`src/core/mar_pkg.sv`:
```
// Purpose: Shared constants for the multiply-accumulate operand and accumulator register bank.
// Assumes: Byte-wide special function register bus with page select.
// Notes: Addresses are byte addresses within the page.
package mar_pkg;
	localparam logic [3:0] MAR_PAGE = 4'hF;
	localparam logic [7:0] MAR_ADDR_OPERAND_A_LOW = 8'hAA;
	localparam logic [7:0] MAR_ADDR_OPERAND_A_HIGH = 8'hAB;
	localparam logic [7:0] MAR_ADDR_OPERAND_B_LOW = 8'hAE;
	localparam logic [7:0] MAR_ADDR_OPERAND_B_HIGH = 8'hAF;
	localparam logic [7:0] MAR_ADDR_ACCUM_BYTE_ZERO = 8'hD2;
	localparam logic [7:0] MAR_ADDR_ACCUM_BYTE_ONE = 8'hD3;
	localparam logic [7:0] MAR_ADDR_ACCUM_BYTE_TWO = 8'hD4;
	localparam logic [7:0] MAR_ADDR_ACCUM_BYTE_THREE = 8'hD5;
	localparam logic [7:0] MAR_ADDR_ACCUM_OVERFLOW_BYTE = 8'hD6;
	localparam logic [7:0] MAR_BYTE_RESET = 8'h00;
	localparam int MAR_ACC_BYTES = 5;
	localparam int MAR_ACC_WIDTH = 40;
	localparam logic [7:0] MAR_READ_UNMAPPED = 8'h00;
endpackage

```
`src/core/mar_byte_reg.sv`:
```
// Purpose: One read-write byte register with software and hardware load ports.
// Assumes: Single clock, synchronous active-high reset.
// Notes: A software write takes priority over a hardware load in the same cycle.
module mar_byte_reg (
	input wire logic i_clk,
	input wire logic i_sys_rst,
	input wire logic i_sw_we,
	input wire logic [7:0] i_sw_data,
	input wire logic i_hw_we,
	input wire logic [7:0] i_hw_data,
	output logic [7:0] o_value
);
	logic [7:0] value_r;

	always_ff @(posedge i_clk) begin
		if (i_sys_rst) begin
			value_r <= mar_pkg::MAR_BYTE_RESET;
		end else if (i_sw_we) begin
			value_r <= i_sw_data;
		end else if (i_hw_we) begin
			value_r <= i_hw_data;
		end
	end

	assign o_value = value_r;
endmodule

```
`src/core/mar_regs.sv`:
```
// Purpose: Register bank for operands A and B and the 40-bit accumulator of the
// mult_accum_unit.
// Assumes: Byte-wide special_function_register bus; i_sfr_page qualifies every access.
// Notes: The arithmetic engine sits outside and loads the accumulator through i_acc_load.
//
// Behaviour
// Operand A is the high byte register above the low byte register.
// Operand B is the high byte register above the low byte register.
// The overflow byte holds accumulator bits 39 to 32 and is read-write.
// Accumulator byte three holds bits 31 to 24 in its own read-write register.
// Accumulator byte two holds bits 23 to 16 in its own read-write register.
// Accumulator byte one holds bits 15 to 8 in its own read-write register.
// All these registers decode on page 0xF, each at a distinct address.
// Accumulator byte zero holds bits 7 to 0, is read-write and resets to zero.
// A software write loads its accumulator slice directly and reset clears all bytes.
module mar_regs (
	input wire logic i_clk,
	input wire logic i_sys_rst,
	input wire logic [3:0] i_sfr_page,
	input wire logic [7:0] i_sfr_addr,
	input wire logic i_sfr_wr,
	input wire logic i_sfr_rd,
	input wire logic [7:0] i_sfr_wdata,
	output logic [7:0] o_sfr_rdata,
	output logic o_sfr_hit,
	input wire logic i_acc_load,
	input wire logic [39:0] i_acc_next,
	output logic [15:0] o_operand_a,
	output logic [15:0] o_operand_b,
	output logic [39:0] o_accum
);
	localparam int NREG = 9;

	logic [7:0] byte_q [NREG];
	logic [NREG-1:0] sel;
	logic [7:0] rdata_r;

	// Index order: a_low, a_high, b_low, b_high, acc0..acc3, overflow.
	function automatic logic [NREG-1:0] decode(input logic [3:0] page, input logic [7:0] addr);
		logic [NREG-1:0] s;
		s = '0;
		if (page != mar_pkg::MAR_PAGE) begin
			s = '0;
		end else if (addr == mar_pkg::MAR_ADDR_OPERAND_A_LOW) begin
			s[0] = 1'b1;
		end else if (addr == mar_pkg::MAR_ADDR_OPERAND_A_HIGH) begin
			s[1] = 1'b1;
		end else if (addr == mar_pkg::MAR_ADDR_OPERAND_B_LOW) begin
			s[2] = 1'b1;
		end else if (addr == mar_pkg::MAR_ADDR_OPERAND_B_HIGH) begin
			s[3] = 1'b1;
		end else if (addr == mar_pkg::MAR_ADDR_ACCUM_BYTE_ZERO) begin
			s[4] = 1'b1;
		end else if (addr == mar_pkg::MAR_ADDR_ACCUM_BYTE_ONE) begin
			s[5] = 1'b1;
		end else if (addr == mar_pkg::MAR_ADDR_ACCUM_BYTE_TWO) begin
			s[6] = 1'b1;
		end else if (addr == mar_pkg::MAR_ADDR_ACCUM_BYTE_THREE) begin
			s[7] = 1'b1;
		end else if (addr == mar_pkg::MAR_ADDR_ACCUM_OVERFLOW_BYTE) begin
			s[8] = 1'b1;
		end
		return s;
	endfunction

	assign sel = decode(i_sfr_page, i_sfr_addr);
	assign o_sfr_hit = |sel;

	genvar g;
	generate
		for (g = 0; g < NREG; g++) begin : gen_byte
			// Operand bytes have no hardware load; accumulator bytes take the engine result.
			mar_byte_reg u_byte (
				.i_clk(i_clk),
				.i_sys_rst(i_sys_rst),
				.i_sw_we(i_sfr_wr & sel[g]),
				.i_sw_data(i_sfr_wdata),
				.i_hw_we((g >= 4) ? i_acc_load : 1'b0),
				.i_hw_data((g >= 4) ? i_acc_next[((g >= 4) ? (g - 4) : 0) * 8 +: 8] : 8'h00),
				.o_value(byte_q[g])
			);
		end
	endgenerate

	assign o_operand_a = {byte_q[1], byte_q[0]};
	assign o_operand_b = {byte_q[3], byte_q[2]};
	assign o_accum[7:0] = byte_q[4];
	assign o_accum[15:8] = byte_q[5];
	assign o_accum[23:16] = byte_q[6];
	assign o_accum[31:24] = byte_q[7];
	assign o_accum[39:32] = byte_q[8];

	// Read data is registered, so it appears the cycle after the read strobe.
	always_ff @(posedge i_clk) begin
		if (i_sys_rst) begin
			rdata_r <= mar_pkg::MAR_BYTE_RESET;
		end else if (i_sfr_rd) begin
			rdata_r <= mar_pkg::MAR_READ_UNMAPPED;
			for (int k = 0; k < NREG; k++) begin
				if (sel[k]) begin
					rdata_r <= byte_q[k];
				end
			end
		end
	end

	assign o_sfr_rdata = rdata_r;
endmodule

```
`config.mk`:
```
export PLATFORM = sky130hd
export DESIGN_NAME = mar_regs
export DESIGN_NICKNAME = d
export VERILOG_FILES = /design/src/core/mar_pkg.sv /design/src/core/mar_byte_reg.sv /design/src/core/mar_regs.sv
export SDC_FILE = /design/constraint.sdc
export NUM_CORES = 1
export LEC_CHECK = 0
export BUFFER_PORTS_ARGS = -buffer_cell sky130_fd_sc_hd__buf_2
export CAP_MARGIN = 10
export CORE_MARGIN = 2
export CORE_UTILIZATION = 40
export CTS_CLUSTER_SIZE = 40
export DETAILED_ROUTE_END_ITERATION = 7
export GPL_TIMING_DRIVEN = 0
export PLACE_DENSITY = 0.69
export SETUP_SLACK_MARGIN = 0.15
export SLEW_MARGIN = 20
export SYNTH_ARGS = -nofsm -noshare
export SYNTH_HDL_FRONTEND = slang
export SYNTH_SLANG_ARGS = --single-unit
```
`constraint.sdc`:
```
create_clock -name i_clk -period 2 [get_ports i_clk]
set_input_delay 0.3 -clock i_clk [delete_from_list [all_inputs] [get_ports i_clk]]
set_output_delay 0.3 -clock i_clk [all_outputs]
set_load 0.05 [all_outputs]
```
==> results.yml, run 1 <==
yosys:
  yosys-top-cells-area: "dfxtp_1 (40%), mux2i_1 (16%), a211oi_1 (8.5%)"
  syn_inst: 472
  synth.top_cell.area_share: 0.396
  synth_seq_cells: 80
  yosysUniqueCellTypes: 37
  ys_seq_area_frac: 0.396
  synth_fp_nets: 537
  yosysTopAreaCell: "dfxtp_1"
  ys_warn_count: 0
  synth_area_per_cell_sq_um: 8.58
  netlist_area_sq_um: 4050
global_routing:
  grt_start_max_net_pins: 12
  grt_pass1_vias: 3949
  grtUsageTotal: 0.256
  grt_antenna_before_repair: 0
  grt_pass1_wl_mm: 21.8
  overflow: 0
floorplan:
  core-area_sq_um: 9820
  boundaryPins: 146
  die_x_um: 105
  die-area_sq_um: 10900
  rows: 36
  initial_utilization: 0.412
  die_y_um: 105
clock_tree:
  path_clk_slew_ns: 0.08
  cts.sinks: 80
  cts_tree: "yes"
  cts_max_level: 3
  ctsLongestPathBuffers: 2
  clk_latency_ns: 0.36
  root_buffer: "clkbuf_8"
  numCtsBuffers: 9
critical_path:
  path_delay_family: "simple AND/OR/NAND/NOR gates"
  critPathMaxStageDelay_ns: 0.41
  path_buf_inv: 3
  startpoint_type: "input port"
  cp_slowest_cell: "or3b_4"
  arrival_ns: 1.51
  endpoint_kind: "primary output"
  path_cells: "buf_6 > or3b_4 > nor3_4 > clkbuf_8 > o211ai_1 > nand2_2 > buf_8"
  crit_required_ns: 1.70
  worstSetupPathType: "input port to primary output"
  crit_fanout: 5
route:
  drtIter0Drc: 255
  ant_nets: 0
  num_vias: 4153
  dr.pass1.iters: 5
  viasPerCell: 5.46
  drc: 0
  drt_wl_total_mm: 14.3
  post_drt_wl_per_cell_um: 18.8
placed_design:
  dp_cells: 740
  io_buffers: 135
  place.gp.congestion: 0.932
  place.detailed.hpwl_mm: 10.7
  place_ws_ns: -0.251
timing:
  tns_ns: 0
  setup_viol: 0
  drv_slew: 0
  period_minus_slack_ns: 1.81
  finClkSkew_ns: 0.00915
  setup_ws_ns: 0.188
  fmax_mhz: 552
  period_share: 0.906
  rsz0062_at_grt: "false"
  worst_slew_pin_slew_ns: 0.788
  hold_viol_final: 0
  slew_headroom: 0.475
final_layout:
  final_common_cell: "buf_2"
  layout_common_cells: "buf_2 (137), nor2_1 (81), dfxtp_1 (80)"
  instances_no_fill: 761
  n_antenna_cell: 0
  syn_to_final_growth_pct: 27.5
  drive_gt1_frac: 0.275
  final_nets: 690
  fillers: 997
pwr:
  leakagePower_uw: 0.00252
  max-vdd-ir-drop_mv: 0.378
  power_uw: 3420
  cellPowerDensity_nw_per_um2: 663
flow_run:
  maxCapViolations: 0
worst_hold_path:
  hold_path_class: "input port to flop"
status:
  outcome: "finished, final reports clean"
[path summary, 6_finish.rpt]
kind | start | endpoint | cells after the start | slack (ns)
max | i_sfr_addr[3] | o_sfr_hit | 7 | 0.19
min | i_acc_next[39] | gen_byte[8].u_byte.o_value[7] | 3 | 0.29
max reg2reg | gen_byte[3].u_byte.o_value[3] | o_sfr_rdata[3] | 5 | 0.72
min reg2reg | gen_byte[3].u_byte.o_value[5] | gen_byte[3].u_byte.o_value[5] | 2 | 0.49
[sequential cells by signal (all words and copies together), names as in the netlist]
name	count
o_sfr_rdata	8
gen_byte.u_byte.o_value	72
[kinds of logic after synthesis]
group / Yosys count / synth area share
AND/OR/NAND/NOR: 157 / 0.185
multiplexers: 67 / 0.172
buffers and inverters: 53 / 0.0507
flip-flops: 80 / 0.396
AO/OA/AOI/OAI: 115 / 0.197
[synth_stat cells]
master / number
and4b_1: 1
o31ai_1: 1
o22ai_1: 2
buf_2: 5
nand4_1: 5
and4bb_1: 1
a22oi_1: 5
o21ai_0: 15
a21oi_1: 18
inv_1: 11
nand4_2: 2
nor4b_2: 1
a21o_1: 6
o221ai_1: 13
nor2b_1: 9
and3b_1: 1
clkbuf_1: 37
o211ai_1: 1
mux2i_1: 65
a2bb2oi_1: 1
or3b_1: 2
and4_1: 1
nand3b_1: 2
nand2_1: 32
nor4_2: 1
nand3_1: 12
a211oi_1: 46
dfxtp_1: 80
mux4_2: 2
nor3b_1: 2
nor2_1: 81
nor3_4: 1
or2_1: 1
and2_1: 1
and3_1: 1
o21a_1: 5
a22o_1: 2
[metrics by stage]
step                utilization  area [sq um]  hold slack, ns
floorplan                     -          4050           0.539
global placement          0.498          4890           0.459
detailed placement        0.498          4890           0.477
CTS                       0.523          5130           0.280
global route              0.526          5160           0.296
finish                    0.526          5160           0.288
[layer usage]
| layer | up-vias | share of wire | routed length (um) | GRT usage |
|---|---|---|---|---|
| met5 | - | 0 | 0 | 0 |
| met4 | 0 | 0.018 | 258 | 0.0867 |
| met3 | 19 | 0.073 | 1040 | 0.0449 |
| met2 | 183 | 0.47 | 6760 | 0.417 |
| met1 | 1945 | 0.44 | 6260 | 0.343 |
| li1 | 2006 | - | - | - |
[what timing repair did]
item                       4_1_cts  5_1_grt
pin swaps                        3        5
hold buffers                     0        0
resized for setup                7        9
setup endpoints to repair        1       43
buffers inserted                 5        2
[cell type report]
class	instances	area, sq um	share of cell area
Clock buffer	14	173	0.0335
Multi-Input combinational cell	339	2250	0.436
Tap cell	133	166	0.0322
Buffer	42	178	0.0344
Timing Repair Buffer	142	751	0.145
Inverter	11	41.3	0.00800
Sequential cell	80	1600	0.310
[power breakdown]
group	switching, uW	internal [uW]
sequential	48.3	1650
clock	562	541
combinational	432	192
[worst min-delay path: cells and delay by family]
family | cells | cell delay, ns
buffers and inverters | 1 | 0.09
AOI/OAI and AO/OA | 1 | 0.08
muxes | 1 | 0.13
No activity file was read; power rests on OpenSTA's default activity.
==> run 2: changes to the inputs <==
- CELL_PAD_IN_SITES_DETAIL_PLACEMENT: unset -> 1
- CELL_PAD_IN_SITES_GLOBAL_PLACEMENT: unset -> 1
- CORE_UTILIZATION: 40 -> 39
- PLACE_DENSITY: 0.69 -> 0.88
- clock period: 2 -> 2.2 ns (I/O delays scaled with it)
==> run 2 against run 1 <==
Net effect:
- final cell count increased by 0.13%
- core utilization is 2.3 points lower
- die area grew 2.5%
==> results.yml, run 2 (synthesized netlist as in run 1, its figures left out) <==
final_layout:
  final_nets: 688
  layout_common_cells: "buf_2 (139), nor2_1 (81), dfxtp_1 (80)"
  syn_to_final_growth_pct: 26.6
  largest_register_ffs: 72
  n_antenna_cell: 0
  final_common_cell: "buf_2"
  drive_gt1_frac: 0.264
  instances_no_fill: 762
  finish.instance_area_sq_um: 5120
floorplan:
  boundaryPins: 146
  die_x_um: 106
  die_y_um: 106
  core-area_sq_um: 10200
  initial_utilization: 0.397
  rows: 37
  die-area_sq_um: 11200
global_routing:
  grt_pass1_vias: 4362
  overflow: 0
  grt_antenna_before_repair: 0
  grtUsageTotal: 0.278
  grt_start_max_net_pins: 12
  grt_pass1_wl_mm: 23.9
status:
  outcome: "finished, final reports clean"
clock_tree:
  root_buffer: "clkbuf_8"
  cts.sinks: 80
  cts_max_level: 3
  ctsLongestPathBuffers: 2
  cts_tree: "yes"
  clk_latency_ns: 0.35
  ctsHoldBuffers: 0
  path_clk_slew_ns: 0.08
  numCtsBuffers: 9
route:
  num_vias: 4249
  drc: 0
  met1Wirelength_mm: 7.09
  viasPerCell: 5.58
  ant_nets: 0
  dr_wl_met2_mm: 7.13
  drtIter0Drc: 195
  dr.pass1.iters: 5
  dr_wl_met3_um: 960
  post_drt_wl_per_cell_um: 20.6
  drt_wl_total_mm: 15.7
  highest_layer: "met4"
critical_path:
  path_cells: "buf_2 > nand4_1 > nor4b_2 > clkbuf_1 > nand2_1 > o221ai_1 > a21o_1"
  path_delay_family: "simple AND/OR/NAND/NOR gates"
  crit_fanout: 10
  endpoint_kind: "flop"
  arrival_ns: 2.27
  worstReg2RegStart: "gen_byte[2].u_byte.o_value[3]"
  critPathLaunch: "i_sfr_page[1]"
  crit_required_ns: 2.50
  path_buf_inv: 2
  startpoint_type: "input port"
  critPathMaxStageDelay_ns: 0.66
  worstSetupPathType: "input port to flop"
  cp_slowest_cell: "nor4b_2"
timing:
  tns_ns: 0
  slew_headroom: 0.464
  whs_ns: 0.320
  rsz0062_at_grt: "false"
  setup_viol: 0
  period_minus_slack_ns: 1.97
  fmax_mhz: 508
  worst_slew_pin_slew_ns: 0.804
  drv_slew: 0
  finClkSkew_ns: 0.00780
  hold_viol_final: 0
  period_share: 0.895
placed_design:
  place.gp.congestion: 0.906
  dp_cells: 743
  io_buffers: 135
  post_dp_cell_area_sq_um: 4900
  place.detailed.hpwl_mm: 12.0
pwr:
  pwr-share-clk: 0.328
  leakagePower_uw: 0.00249
  intPower_uw: 2180
  cellPowerDensity_nw_per_um2: 614
  p_sw_frac: 0.306
  combPwrFrac: 0.181
  p_switching_uw: 962
  p_seq_frac: 0.491
  max-vdd-ir-drop_mv: 0.253
worst_hold_path:
  worstHoldStart: "i_acc_next[9]"
  hold_path_class: "input port to flop"
flow_run:
  maxCapViolations: 0
[run 2: cell types whose count changed in the layout (fill, tap and decap cells not counted)]
cell and change:
buf_4 -2, buf_2 +2, nand3_2 -1, clkbuf_1 +5, buf_6 -1, clkbuf_8 -4, clkbuf_2 -3, nand3_1 +1
bufinv_16 +1
[run 2: worst min-delay path, delay by kind of cell]
kind	cells	cell delay (ns)
muxes	1	0.12
buffers and inverters	1	0.10
AOI/OAI and AO/OA	1	0.08
[run 2: power groups by stage]
| stage | combinational (uW) | sequential [uW] | clock (uW) |
|---|---|---|---|
| 2_1_floorplan | 209 | 1730 | 0 |
| 3_3_place_gp | 552 | 1570 | 0 |
| 3_5_place_dp | 564 | 1580 | 0 |
| 4_1_cts | 567 | 1540 | 1040 |
| 5_1_grt | 606 | 1550 | 1080 |
| 6_report | 570 | 1540 | 1030 |
[run 2: stage by stage]
step / worst slack [ns] / utilization / total power, uW
global placement: -0.232 / 0.481 / 2120
floorplan: 0.210 / - / 1940
detailed placement: -0.258 / 0.481 / 2140
finish: 0.230 / 0.503 / 3140
CTS: 0.179 / 0.500 / 3150
global route: 0.146 / 0.503 / 3240
[run 2: layout make-up]
type	count	area, sq um
inverter	11	41.3
buffer	42	175
tap	136	170
fill	1285	5060
multi-input combinational	339	2250
sequential	80	1600
clock inverter	1	30.0
timing repair buffer	140	719
clock buffer	13	139
[run 2: repair_timing]
action | in CTS | in global routing
pin swaps | 1 | 1
buffers inserted | 1 | 4
gates resized for setup | 5 | 2
endpoints found under the setup margin | 1 | 1
[run 2: path summary, 6_finish.rpt]
kind / to / slack, ns / cells past startpoint
hold reg to reg: gen_byte[3].u_byte.o_value[5] / 0.48 / 2
setup / recovery: o_sfr_rdata[5] / 0.23 / 7
setup reg to reg: o_sfr_rdata[3] / 0.90 / 5
hold / removal: gen_byte[5].u_byte.o_value[1] / 0.32 / 3
[run 2: routing by layer]
metal | vias to the layer above | global-route usage
li1 | 1995 | -
met1 | 2049 | 0.374
met2 | 167 | 0.445
met3 | 38 | 0.0408
met4 | 0 | 0.121
met5 | - | 0
